**src/inc/ftrd_pkg.sv**
```systemverilog
package ftrd_pkg;
  // framing bytes
  localparam logic [7:0] FTRD_ESC = 8'h10;
  localparam logic [7:0] FTRD_EOT = 8'h03;
  localparam logic [7:0] FTRD_ID_REPORT = 8'h8F;
  localparam logic [7:0] FTRD_SUB_FIX = 8'h2B;
  localparam logic [7:0] FTRD_SUB_DELAY = 8'h4A;
  localparam logic [7:0] FTRD_SUB_WIDTH = 8'h4F;
  localparam logic [7:0] FTRD_RSVD_VAL = 8'h00;
  // packet lengths: fix report is 88 bytes with 4 framing bytes
  localparam int FTRD_FIX_TOTAL = 88;
  localparam int FTRD_FIX_DATA = FTRD_FIX_TOTAL - 4;
  localparam int FTRD_DELAY_DATA = 16;
  // fix report data offsets
  localparam int FTRD_OFS_RSV1 = 1;
  localparam int FTRD_OFS_RSV2 = 2;
  localparam int FTRD_OFS_WEEK = 3;
  localparam int FTRD_OFS_TOW = 5;
  localparam int FTRD_OFS_LAT = 9;
  localparam int FTRD_OFS_LON = 13;
  localparam int FTRD_OFS_ALT = 17;
  localparam int FTRD_OFS_VE = 21;
  localparam int FTRD_OFS_VN = 25;
  localparam int FTRD_OFS_VU = 29;
  localparam int FTRD_OFS_STAT = 33;
  localparam int FTRD_OFS_HLTH = 34;
  localparam int FTRD_OFS_RSV3 = 35;
  localparam int FTRD_OFS_CHAN = 36;
  localparam int FTRD_CHAN_LEN = 4;
  localparam int FTRD_NUM_CHAN = 12;
  // field limits
  localparam logic [15:0] FTRD_WEEK_MAX = 16'h03FF;
  localparam logic [31:0] FTRD_TOW_MAX = 32'h240C83FF; // 604799999
  localparam logic [7:0] FTRD_SV_GPS_MAX = 8'h20;
  localparam logic [7:0] FTRD_SV_SBAS_MIN = 8'h78;
  localparam logic [7:0] FTRD_SV_SBAS_MAX = 8'h8A;
  localparam logic [7:0] FTRD_SNR_MAX = 8'h37;
  // status codes
  localparam logic [7:0] FTRD_ST_FIXING = 8'h00;
  localparam logic [7:0] FTRD_ST_NOTIME = 8'h01;
  localparam logic [7:0] FTRD_ST_PDOP = 8'h03;
  localparam logic [7:0] FTRD_ST_SV0 = 8'h08;
  localparam logic [7:0] FTRD_ST_SV3 = 8'h0B;
  localparam logic [7:0] FTRD_ST_STILL = 8'hBB;
  // bit positions
  localparam int FTRD_H_ANT = 0;
  localparam int FTRD_H_SHORT = 1;
  localparam int FTRD_H_2D = 2;
  localparam int FTRD_H_CORR = 3;
  localparam int FTRD_MS_ACQ = 2;
  localparam int FTRD_MS_EPH = 4;
  // delay report offsets
  localparam int FTRD_DOFS_POL = 3;
  localparam int FTRD_DOFS_DBL = 4;
  localparam int FTRD_DOFS_END = 11;
  // apb map
  localparam logic [7:0] FTRD_A_CTRL = 8'h00;
  localparam logic [7:0] FTRD_A_STATUS = 8'h04;
  localparam logic [7:0] FTRD_A_WEEK = 8'h08;
  localparam logic [7:0] FTRD_A_TOW = 8'h0C;
  localparam logic [7:0] FTRD_A_LAT = 8'h10;
  localparam logic [7:0] FTRD_A_LON = 8'h14;
  localparam logic [7:0] FTRD_A_ALT = 8'h18;
  localparam logic [7:0] FTRD_A_VE = 8'h1C;
  localparam logic [7:0] FTRD_A_VN = 8'h20;
  localparam logic [7:0] FTRD_A_VU = 8'h24;
  localparam logic [7:0] FTRD_A_FIXST = 8'h28;
  localparam logic [7:0] FTRD_A_DLYLO = 8'h2C;
  localparam logic [7:0] FTRD_A_DLYHI = 8'h30;
  localparam logic [7:0] FTRD_A_CHAN = 8'h40;
  localparam logic [31:0] FTRD_CTRL_RST = 32'h0000_0001;
  typedef enum logic [2:0] {
    FTRD_HUNT, FTRD_GOT_ESC, FTRD_IDB, FTRD_DATA, FTRD_DATA_ESC
  } ftrd_state_t;
endpackage : ftrd_pkg

```
**src/design/ftrd_destuff.sv**
```systemverilog
`timescale 1ns/1ps
// collapses doubled escapes, flags frame start and end
module ftrd_destuff
  import ftrd_pkg::*;
(
  input wire logic pclk,
  input wire logic presetn,
  input wire logic in_valid,
  input wire logic [7:0] in_byte,
  output logic sof,
  output logic eof,
  output logic dat_valid,
  output logic [7:0] dat
);
  ftrd_state_t st_r;

  // framing state machine; id byte stands on dat with sof, without dat_valid
  always_ff @(posedge pclk or negedge presetn) begin
    if (!presetn) begin
      st_r <= FTRD_HUNT;
      sof <= 1'b0;
      eof <= 1'b0;
      dat_valid <= 1'b0;
      dat <= 8'h00;
    end else begin
      sof <= 1'b0;
      eof <= 1'b0;
      dat_valid <= 1'b0;
      if (in_valid) begin
        case (st_r)
          FTRD_HUNT: if (in_byte == FTRD_ESC) st_r <= FTRD_GOT_ESC;
          FTRD_GOT_ESC: begin
            if (in_byte != FTRD_ESC && in_byte != FTRD_EOT) begin
              sof <= 1'b1;
              dat <= in_byte;
              st_r <= FTRD_DATA;
            end else begin
              st_r <= FTRD_HUNT;
            end
          end
          FTRD_DATA: begin
            if (in_byte == FTRD_ESC) begin
              st_r <= FTRD_DATA_ESC;
            end else begin
              dat_valid <= 1'b1;
              dat <= in_byte;
            end
          end
          FTRD_DATA_ESC: begin
            if (in_byte == FTRD_ESC) begin
              dat_valid <= 1'b1;
              dat <= FTRD_ESC;
              st_r <= FTRD_DATA;
            end else if (in_byte == FTRD_EOT) begin
              eof <= 1'b1;
              st_r <= FTRD_HUNT;
            end else begin
              // a lone escape mid-packet starts a new frame
              sof <= 1'b1;
              dat <= in_byte;
              st_r <= FTRD_DATA;
            end
          end
          default: st_r <= FTRD_HUNT;
        endcase
      end
    end
  end
endmodule : ftrd_destuff

```
**src/design/ftrd_top.sv**
```systemverilog
`timescale 1ns/1ps
// Overview of operation
// fix report framed: escape, id 0x8F, data, escape end-of-text, 88 bytes
// first data byte is sub-code 0x2B, selects the fix layout
// report arrives on request or periodically; both accepted alike
// data bytes 1, 2 and 35 reserved, sent zero, ignored
// 16-bit week at offset 3, valid range 0 to 1023
// 32-bit time of week in ms at offset 5, up to 604799999
// signed latitude at offset 9 in 2^-31 semicircles
// unsigned longitude at offset 13 in 2^-31 semicircles
// host converts to radians and wraps longitude above pi
// signed altitude in mm at offset 17
// signed velocities east 21, north 25, up 29, in mm/s
// status byte at 33 with fixed meanings for listed codes
// health bit 0 antenna fault, bit 1 short versus open
// health bits 2 and 3 valid only while status is zero
// health bits 4 to 7 power-up and clock condition flags
// twelve 4-byte channel records start at offset 36 plus 4N
// record holds satellite id and signal strength 0 to 55
// record status bit 2 acquired, bit 4 ephemeris
// record byte 4 zero when satellite used in fix
// delay response is 16 bytes with first byte 0x4A
// byte 3 polarity, bytes 4 to 11 offset double
// width report accepted only after a width command
// doubled escapes collapse to one data byte before counting
// multi-byte fields arrive most significant byte first
module ftrd_top
  import ftrd_pkg::*;
(
  input wire logic pclk,
  input wire logic presetn,
  input wire logic psel,
  input wire logic penable,
  input wire logic pwrite,
  input wire logic [7:0] paddr,
  input wire logic [31:0] pwdata,
  output logic [31:0] prdata,
  output logic pready,
  output logic pslverr,
  input wire logic rx_valid,
  input wire logic [7:0] rx_byte,
  input wire logic width_cmd_sent,
  output logic fix_done,
  output logic frame_err
);
  logic sof;
  logic eof;
  logic dv;
  logic [7:0] db;
  logic [6:0] cnt_r;
  logic is_rpt_r;
  logic [7:0] sub_r;
  logic bad_r;
  logic [31:0] sh_r;
  logic [31:0] shn;
  logic [31:0] ctrl_r;
  logic [15:0] week_r;
  logic [31:0] tow_r;
  logic [31:0] lat_r;
  logic [31:0] lon_r;
  logic [31:0] alt_r;
  logic [31:0] ve_r;
  logic [31:0] vn_r;
  logic [31:0] vu_r;
  logic [7:0] stat_r;
  logic [7:0] hlth_r;
  logic [31:0] chan_r [FTRD_NUM_CHAN];
  logic [31:0] chan_tmp_r [FTRD_NUM_CHAN];
  logic [31:0] tmp_r [10];
  logic [15:0] week_tmp_r;
  logic [7:0] stat_tmp_r;
  logic [7:0] hlth_tmp_r;
  logic [7:0] pol_r;
  logic [7:0] pol_tmp_r;
  logic [63:0] dly_r;
  logic [63:0] dly_tmp_r;
  logic width_arm_r;
  logic [7:0] width_cnt_r;
  logic [7:0] range_err_r;
  logic [7:0] rerr_tmp_r;
  logic [7:0] fix_cnt_r;
  logic [7:0] dly_cnt_r;
  logic fix_ok;
  logic dly_ok;
  logic wid_ok;
  logic [3:0] ch_idx;
  logic [1:0] ch_pos;
  logic [6:0] rel;

  ftrd_destuff u_destuff (
    .pclk(pclk),
    .presetn(presetn),
    .in_valid(rx_valid),
    .in_byte(rx_byte),
    .sof(sof),
    .eof(eof),
    .dat_valid(dv),
    .dat(db)
  );

  ////////////////////////////////////////////////////////////////////////////
  // byte counting; cnt counts data bytes after the id byte
  // offsets count collapsed bytes, so a stuffed escape never shifts a
  // field further down the packet
  assign shn = {sh_r[23:0], db};
  assign rel = cnt_r - 7'(FTRD_OFS_CHAN);
  assign ch_idx = rel[5:2];
  assign ch_pos = rel[1:0];
  // frame complete only with exact length and matching sub-code
  assign fix_ok = eof && !bad_r && is_rpt_r && sub_r == FTRD_SUB_FIX
    && cnt_r == 7'(FTRD_FIX_DATA);
  assign dly_ok = eof && !bad_r && is_rpt_r && sub_r == FTRD_SUB_DELAY
    && cnt_r == 7'(FTRD_DELAY_DATA);
  // width length is not judged here; its layout belongs to the command
  assign wid_ok = eof && !bad_r && is_rpt_r
    && sub_r == FTRD_SUB_WIDTH && width_arm_r;

  always_ff @(posedge pclk or negedge presetn) begin
    if (!presetn) begin
      cnt_r <= 7'h00;
      is_rpt_r <= 1'b0;
      sub_r <= 8'h00;
      bad_r <= 1'b0;
      sh_r <= 32'h0000_0000;
    end else if (sof) begin
      is_rpt_r <= (db == FTRD_ID_REPORT);
      cnt_r <= 7'h00;
      bad_r <= 1'b0;
      sub_r <= 8'h00;
    end else if (dv) begin
      if (cnt_r == 7'h00) begin
        sub_r <= db;
      end
      sh_r <= shn;
      // saturate instead of wrapping, so a runaway frame can never
      // alias back onto a legal length and commit garbage
      if (cnt_r == 7'h7F) begin
        bad_r <= 1'b1; // overrun, frame too long
      end else begin
        cnt_r <= cnt_r + 7'h01;
      end
    end
  end

  ////////////////////////////////////////////////////////////////////////////
  // field capture into shadows; committed only on a good frame so a
  // torn packet never mixes with the last good fix
  always_ff @(posedge pclk or negedge presetn) begin
    if (!presetn) begin
      week_tmp_r <= 16'h0000;
      stat_tmp_r <= 8'h00;
      hlth_tmp_r <= 8'h00;
      rerr_tmp_r <= 8'h00;
      for (int i = 0; i < 10; i++) begin
        tmp_r[i] <= 32'h0000_0000;
      end
      for (int i = 0; i < FTRD_NUM_CHAN; i++) begin
        chan_tmp_r[i] <= 32'h0000_0000;
      end
    end else if (sof) begin
      rerr_tmp_r <= 8'h00;
    end else if (dv && is_rpt_r && sub_r == FTRD_SUB_FIX) begin
      case (int'(cnt_r))
        FTRD_OFS_RSV1, FTRD_OFS_RSV2, FTRD_OFS_RSV3: ;
        FTRD_OFS_WEEK + 1: begin
          week_tmp_r <= shn[15:0];
          rerr_tmp_r[0] <= (shn[15:0] > FTRD_WEEK_MAX);
        end
        FTRD_OFS_TOW + 3: begin
          tmp_r[0] <= shn;
          rerr_tmp_r[1] <= (shn > FTRD_TOW_MAX);
        end
        FTRD_OFS_LAT + 3: tmp_r[1] <= shn;
        FTRD_OFS_LON + 3: tmp_r[2] <= shn;
        FTRD_OFS_ALT + 3: tmp_r[3] <= shn;
        FTRD_OFS_VE + 3: tmp_r[4] <= shn;
        FTRD_OFS_VN + 3: tmp_r[5] <= shn;
        FTRD_OFS_VU + 3: tmp_r[6] <= shn;
        FTRD_OFS_STAT: stat_tmp_r <= db;
        FTRD_OFS_HLTH: hlth_tmp_r <= db;
        default: begin
          if (cnt_r >= 7'(FTRD_OFS_CHAN) && cnt_r < 7'(FTRD_FIX_DATA)
              && ch_pos == 2'd3) begin
            chan_tmp_r[ch_idx] <= shn;
            // id must be 1..32 or 120..138, strength up to 55
            if (!((shn[31:24] != 8'h00 && shn[31:24] <= FTRD_SV_GPS_MAX)
                || (shn[31:24] >= FTRD_SV_SBAS_MIN
                && shn[31:24] <= FTRD_SV_SBAS_MAX))
                || shn[23:16] > FTRD_SNR_MAX) begin
              rerr_tmp_r[2] <= 1'b1;
            end
          end
        end
      endcase
    end
  end

  // delay response capture
  // only the polarity byte and the double are kept; the reserved tail is never stored
  always_ff @(posedge pclk or negedge presetn) begin
    if (!presetn) begin
      pol_tmp_r <= 8'h00;
      dly_tmp_r <= 64'h0;
    end else if (dv && is_rpt_r && sub_r == FTRD_SUB_DELAY) begin
      if (cnt_r == 7'(FTRD_DOFS_POL)) begin
        pol_tmp_r <= db;
      end
      if (cnt_r >= 7'(FTRD_DOFS_DBL) && cnt_r <= 7'(FTRD_DOFS_END)) begin
        dly_tmp_r <= {dly_tmp_r[55:0], db};
      end
    end
  end

  ////////////////////////////////////////////////////////////////////////////
  // commit on good frames; either requested or periodic reports
  always_ff @(posedge pclk or negedge presetn) begin
    if (!presetn) begin
      week_r <= 16'h0000;
      tow_r <= 32'h0;
      lat_r <= 32'h0;
      lon_r <= 32'h0;
      alt_r <= 32'h0;
      ve_r <= 32'h0;
      vn_r <= 32'h0;
      vu_r <= 32'h0;
      stat_r <= 8'h00;
      hlth_r <= 8'h00;
      range_err_r <= 8'h00;
      for (int i = 0; i < FTRD_NUM_CHAN; i++) begin
        chan_r[i] <= 32'h0;
      end
    end else if (fix_ok && ctrl_r[0]) begin
      week_r <= week_tmp_r;
      tow_r <= tmp_r[0];
      lat_r <= tmp_r[1];
      lon_r <= tmp_r[2];
      alt_r <= tmp_r[3];
      ve_r <= tmp_r[4];
      vn_r <= tmp_r[5];
      vu_r <= tmp_r[6];
      stat_r <= stat_tmp_r;
      hlth_r <= hlth_tmp_r;
      range_err_r <= rerr_tmp_r;
      chan_r <= chan_tmp_r;
    end
  end

  always_ff @(posedge pclk or negedge presetn) begin
    if (!presetn) begin
      pol_r <= 8'h00;
      dly_r <= 64'h0; // default offset is zero
    end else if (dly_ok && ctrl_r[0]) begin
      pol_r <= pol_tmp_r;
      dly_r <= dly_tmp_r;
    end
  end

  // width report armed by the command; arrival wins over new arming
  always_ff @(posedge pclk or negedge presetn) begin
    if (!presetn) begin
      width_arm_r <= 1'b0;
      width_cnt_r <= 8'h00;
    end else if (wid_ok) begin
      width_arm_r <= 1'b0;
      width_cnt_r <= width_cnt_r + 8'h01;
    end else if (width_cmd_sent) begin
      width_arm_r <= 1'b1;
    end
  end

  // counters and event outputs
  // the pulses leave from flops in step with the register commit
  always_ff @(posedge pclk or negedge presetn) begin
    if (!presetn) begin
      fix_cnt_r <= 8'h00;
      dly_cnt_r <= 8'h00;
      fix_done <= 1'b0;
      frame_err <= 1'b0;
    end else begin
      fix_done <= fix_ok && ctrl_r[0];
      frame_err <= eof && is_rpt_r && !fix_ok && !dly_ok && !wid_ok;
      if (fix_ok && ctrl_r[0]) fix_cnt_r <= fix_cnt_r + 8'h01;
      if (dly_ok && ctrl_r[0]) dly_cnt_r <= dly_cnt_r + 8'h01;
    end
  end

  ////////////////////////////////////////////////////////////////////////////
  // apb slave, zero wait states; unmapped reads zero with pslverr
  // decoding at setup lets data stand with pready in the access cycle;
  // the price is a flop stage on prdata for every word
  always_ff @(posedge pclk or negedge presetn) begin
    if (!presetn) begin
      ctrl_r <= FTRD_CTRL_RST;
    end else if (psel && penable && pwrite && paddr == FTRD_A_CTRL) begin
      ctrl_r <= {31'h0, pwdata[0]};
    end
  end

  always_ff @(posedge pclk or negedge presetn) begin
    if (!presetn) begin
      pready <= 1'b0;
      pslverr <= 1'b0;
      prdata <= 32'h0;
    end else begin
      pready <= psel && !penable;
      pslverr <= 1'b0;
      prdata <= 32'h0;
      if (psel && !penable) begin
        if (paddr >= FTRD_A_CHAN
            && paddr < FTRD_A_CHAN + 8'(4 * FTRD_NUM_CHAN)) begin
          if (!pwrite) prdata <= chan_r[4'(paddr[5:2])];
          else pslverr <= 1'b1;
        end else if (pwrite) begin
          pslverr <= (paddr != FTRD_A_CTRL);
        end else begin
          case (paddr)
            FTRD_A_CTRL: prdata <= ctrl_r;
            FTRD_A_STATUS: prdata <= {range_err_r, width_cnt_r,
              dly_cnt_r, fix_cnt_r};
            FTRD_A_WEEK: prdata <= {7'h00, width_arm_r, pol_r, week_r};
            FTRD_A_TOW: prdata <= tow_r;
            FTRD_A_LAT: prdata <= lat_r;
            FTRD_A_LON: prdata <= lon_r;
            FTRD_A_ALT: prdata <= alt_r;
            FTRD_A_VE: prdata <= ve_r;
            FTRD_A_VN: prdata <= vn_r;
            FTRD_A_VU: prdata <= vu_r;
            // bits 2,3 masked unless status is zero
            FTRD_A_FIXST: prdata <= {15'h0,
              (stat_r >= FTRD_ST_SV0 && stat_r <= FTRD_ST_SV3),
              hlth_r[7:4],
              hlth_r[FTRD_H_CORR] && stat_r == FTRD_ST_FIXING,
              hlth_r[FTRD_H_2D] && stat_r == FTRD_ST_FIXING,
              hlth_r[FTRD_H_SHORT] && hlth_r[FTRD_H_ANT],
              hlth_r[FTRD_H_ANT], stat_r};
            FTRD_A_DLYLO: prdata <= dly_r[31:0];
            FTRD_A_DLYHI: prdata <= dly_r[63:32];
            default: pslverr <= 1'b1;
          endcase
        end
      end
    end
  end
endmodule : ftrd_top

```
**config.mk**
```make
export PLATFORM = sky130hd
export DESIGN_NAME = ftrd_top
export DESIGN_NICKNAME = d
export VERILOG_FILES = /design/src/inc/ftrd_pkg.sv /design/src/design/ftrd_destuff.sv /design/src/design/ftrd_top.sv
export SDC_FILE = /design/constraint.sdc
export NUM_CORES = 2
export LEC_CHECK = 0
export BUFFER_PORTS_ARGS = -buffer_cell sky130_fd_sc_hd__buf_2
export CAP_MARGIN = 20
export CORE_MARGIN = 3
export CORE_UTILIZATION = 63
export CTS_CLUSTER_SIZE = 16
export DETAILED_ROUTE_END_ITERATION = 10
export PLACE_DENSITY = 0.79
export SLEW_MARGIN = 20
export SYNTH_ARGS = -nofsm -noshare
export SYNTH_HDL_FRONTEND = slang
export SYNTH_HIERARCHICAL = 1
export SYNTH_SLANG_ARGS = --single-unit
```
**constraint.sdc**
```tcl
create_clock -name pclk -period 3.1 [get_ports pclk]
set_clock_uncertainty 0.2 [all_clocks]
set_input_delay 0.62 -clock pclk [delete_from_list [all_inputs] [get_ports pclk]]
set_output_delay 0.62 -clock pclk [all_outputs]
set_load 0.02 [all_outputs]
```
==> results.cfg <==
[run_status]
status = finished clean

[min_path]
hp-start = psel
hold_class = input pin to register

[synth]
synth_common_cells = nand2_1 (2,194), dfrtp_1 (1,546), mux2_2 (746), clkbuf_1 (220), mux4_2 (105)
synth_ff_type = dfrtp_1
ys_seq_area_share_pct = 60.0
synthesis.nets = 5734
synth_top_area_share_pct = 60.0
syn_area_per_cell_um2 = 11.4
ys_types = 80
synth_area_leaders = dfrtp_1 (60%), mux2_2 (13%), nand2_1 (13%)
synth_seq_cells = 1547
ys_warn_count = 6
yosysTopAreaCell = dfrtp_1
synthCells = 5672
yosysMostFrequentCell = nand2_1
netlist_area_um2 = 64500
async_flop_share_pct = 100
synth_edf_count = 0

[pwr]
p_int_uw = 31900
seqPwrFrac_pct = 49.5
p_leak_uw = 0.0385
p_sw_uw = 9980
power_frac_clock_pct = 44.2
power_density_nw_per_um2 = 571
ir_drop_mv = 0.580
pwr-share-comb_pct = 6.3
p_sw_share_pct = 23.8

[clock_tree]
clk_latency_ns = 0.76
clock-root-buffer = clkbuf_16
cts_inserted_buffers = 150
path_clk_slew_ns = 0.06
cts_max_path_buffers = 3
cts_resized = 0
htreeDepth = 4
clkSinkCount = 1547
cts_tree = done

[sta]
fin_crit_ns = 3.05
grt_setup_unrepaired = no
relSlewSlack_pct = 28.2
fmax_mhz = 328
worst_pin_slew_ns = 1.05
setup_violations = 0
layout_setup_ws_ns = 0.0482
layout_worst_path_cycle_share_pct = 98.4
hold_viol = 0
finalMaxSlewViolations = 0

[placement]
dpl.cell_count = 7009
dp_slack_ns = -0.353
gp_congestion = 0.928
place_hpwl_mm = 108
numPortBuffers = 59

[critical_path]
cp-endpoint = chan_tmp_r[374]
max_stage_delay_ns = 0.58
cp-end-kind = register
crit_start = sub_r[4]
cp.required_ns = 3.52
crit_fanout = 27
timing.rr.end = chan_tmp_r[374]
rrSetupSlack_ns = 0.05
rr_startpoint = sub_r[4]
crit_slowest_cell = or4b_4
critPathArrivalTime_ns = 3.47
crit_chain = or4b_4 > nor4_4 > and3_2 > nand3b_2 > nor2_4 > buf_12 > mux2_2
critPathLaunchType = register
reg2regPathDepth = 7
crit_type = register to register

[drt]
dr.pass1.iters = 6
ant_nets = 0
drc = 0
vias_per_cell = 6.15
routed-via-count = 44900
routedWlPerCell_um = 24.1
wl_mm = 176
first_iter_violations = 4538

[floorplan]
core_area_um2 = 101000
row_count = 116
die_h_um = 326
die_width_um = 326
die-area_um2 = 106000
pin_count = 91
initial_core_util_pct = 63.9

[final_layout]
final_cell_count_no_fill = 7294
synthToLayoutAreaGrowth_pct = 13.8
final_nets = 5880
drive_above_1_share_pct = 25.5

[global_route]
antenna_found_initial = 1
grt_pass1_wl_mm = 272
track_usage_pct = 33.5
globalRouteOverflowTotal = 0
grt_pass1_vias = 46200
grt_max_degree = 132

[job]
maxCapViolations = 0
[how the worst min path moves through the flow]
stage | end | slack [ns] | depth (start not counted)
after CTS | ctrl_r[0] | 0.01 | 3
after global routing | ctrl_r[0] | 0.04 | 3
after detailed placement | vu_r[1] | 0.25 | 2
after floorplan | alt_r[0] | 0.12 | 0
final | ctrl_r[0] | 0.03 | 3
after global placement | lon_r[4] | 0.24 | 2
[kinds of logic (layout without fill, tap and decap cells)]
family | after synthesis | count (layout) | share of synthesized area, %
flops | 1547 | 1547 | 60.0
simple gates | 2471 | 2471 | 15.2
fa+ha+maj | 7 | 7 | 0.136
buf+inv | 400 | 664 | 2.99
xor+xnor | 28 | 28 | 0.380
compound gates | 281 | 281 | 3.17
other cells | 0 | 1 | 0
mux | 938 | 938 | 18.1
[power groups by stage]
stage	clock [µW]	combinational [µW]	sequential, µW
floorplan	0	1210	20900
global placement	0	2550	21100
detailed placement	0	2590	21100
CTS	18700	2620	20700
global route	19500	2820	20700
finish	18500	2660	20700
[sequential cells by signal, indices dropped and copies added, names as in the netlist, 64 cells and up]
name	count
dly_r	64
dly_tmp_r	64
chan_tmp_r	384
tmp_r	224
chan_r	384
[critical path: cells and delay by family, from the launching register on]
family | cells | cell delay, ns
buffers and inverters | 1 | 0.30
AND/OR/NAND/NOR | 5 | 1.55
flip-flops | 1 | 0.41
multiplexers | 1 | 0.38
[area by class of cell]
class | instances | area [µm²]
flip-flops and latches | 1547 | 38700
fillers | 6330 | 27400
multi-input cells | 3725 | 24000
clock buffers | 227 | 4550
repair buffers | 382 | 3930
well taps | 1357 | 1700
clock inverters | 43 | 480
inverters | 12 | 61.3
diodes | 1 | 2.50
[routing by layer]
| layer | GRT usage (%) | vias up | share of wire [%] |
|---|---|---|---|
| met5 | 0 | - | 0 |
| met4 | 17.2 | 0 | 5.9 |
| met3 | 6.99 | 574 | 8.4 |
| met2 | 52.4 | 2118 | 46 |
| met1 | 44.8 | 23000 | 39 |
| li1 | - | 19200 | - |
[what timing repair did]
action | 4_1_cts | 5_1_grt
hold endpoints to repair | 54 | 0
hold buffers | 14 | 0
endpoints found under the setup margin | 1 | 0
setup buffers | 0 | 0
[placed cells by master, fill, tap and decap left out, types with 9 or more instances in the layout]
master and n:
a22oi_1 60, buf_12 92, nand4_1 13, mux2_1 24, a22o_1 19, nor2_4 11
o21ai_0 34, buf_2 54, inv_1 11, clkbuf_8 42, a222oi_1 10, nand2_1 2190
mux4_2 105, nor4_1 9, a21oi_1 37, buf_4 220, mux2i_1 63, nor3_1 40
mux2_2 746, nor2_1 103, clkinv_2 23, dlygate4sd3_1 14, dfrtp_1 1546, clkbuf_1 31
nand3_1 15, xnor2_1 21, a221oi_1 15, o22ai_1 20, clkbuf_16 154, a211oi_1 32
[stage by stage]
stage               power [µW]  instance area, µm²  hold slack (ns)  TNS, ns  utilization (%)
floorplan                22100               64500            0.124        0                -
global placement         23600               68300            0.240   -0.601             67.7
detailed placement       23700               68300            0.245   -0.610             67.7
CTS                      42000               73400           0.0104        0             72.8
global route             43100               73400           0.0435        0             72.8
finish                   41900               73400           0.0343        0             72.8
(Power assumes the default switching activity.)
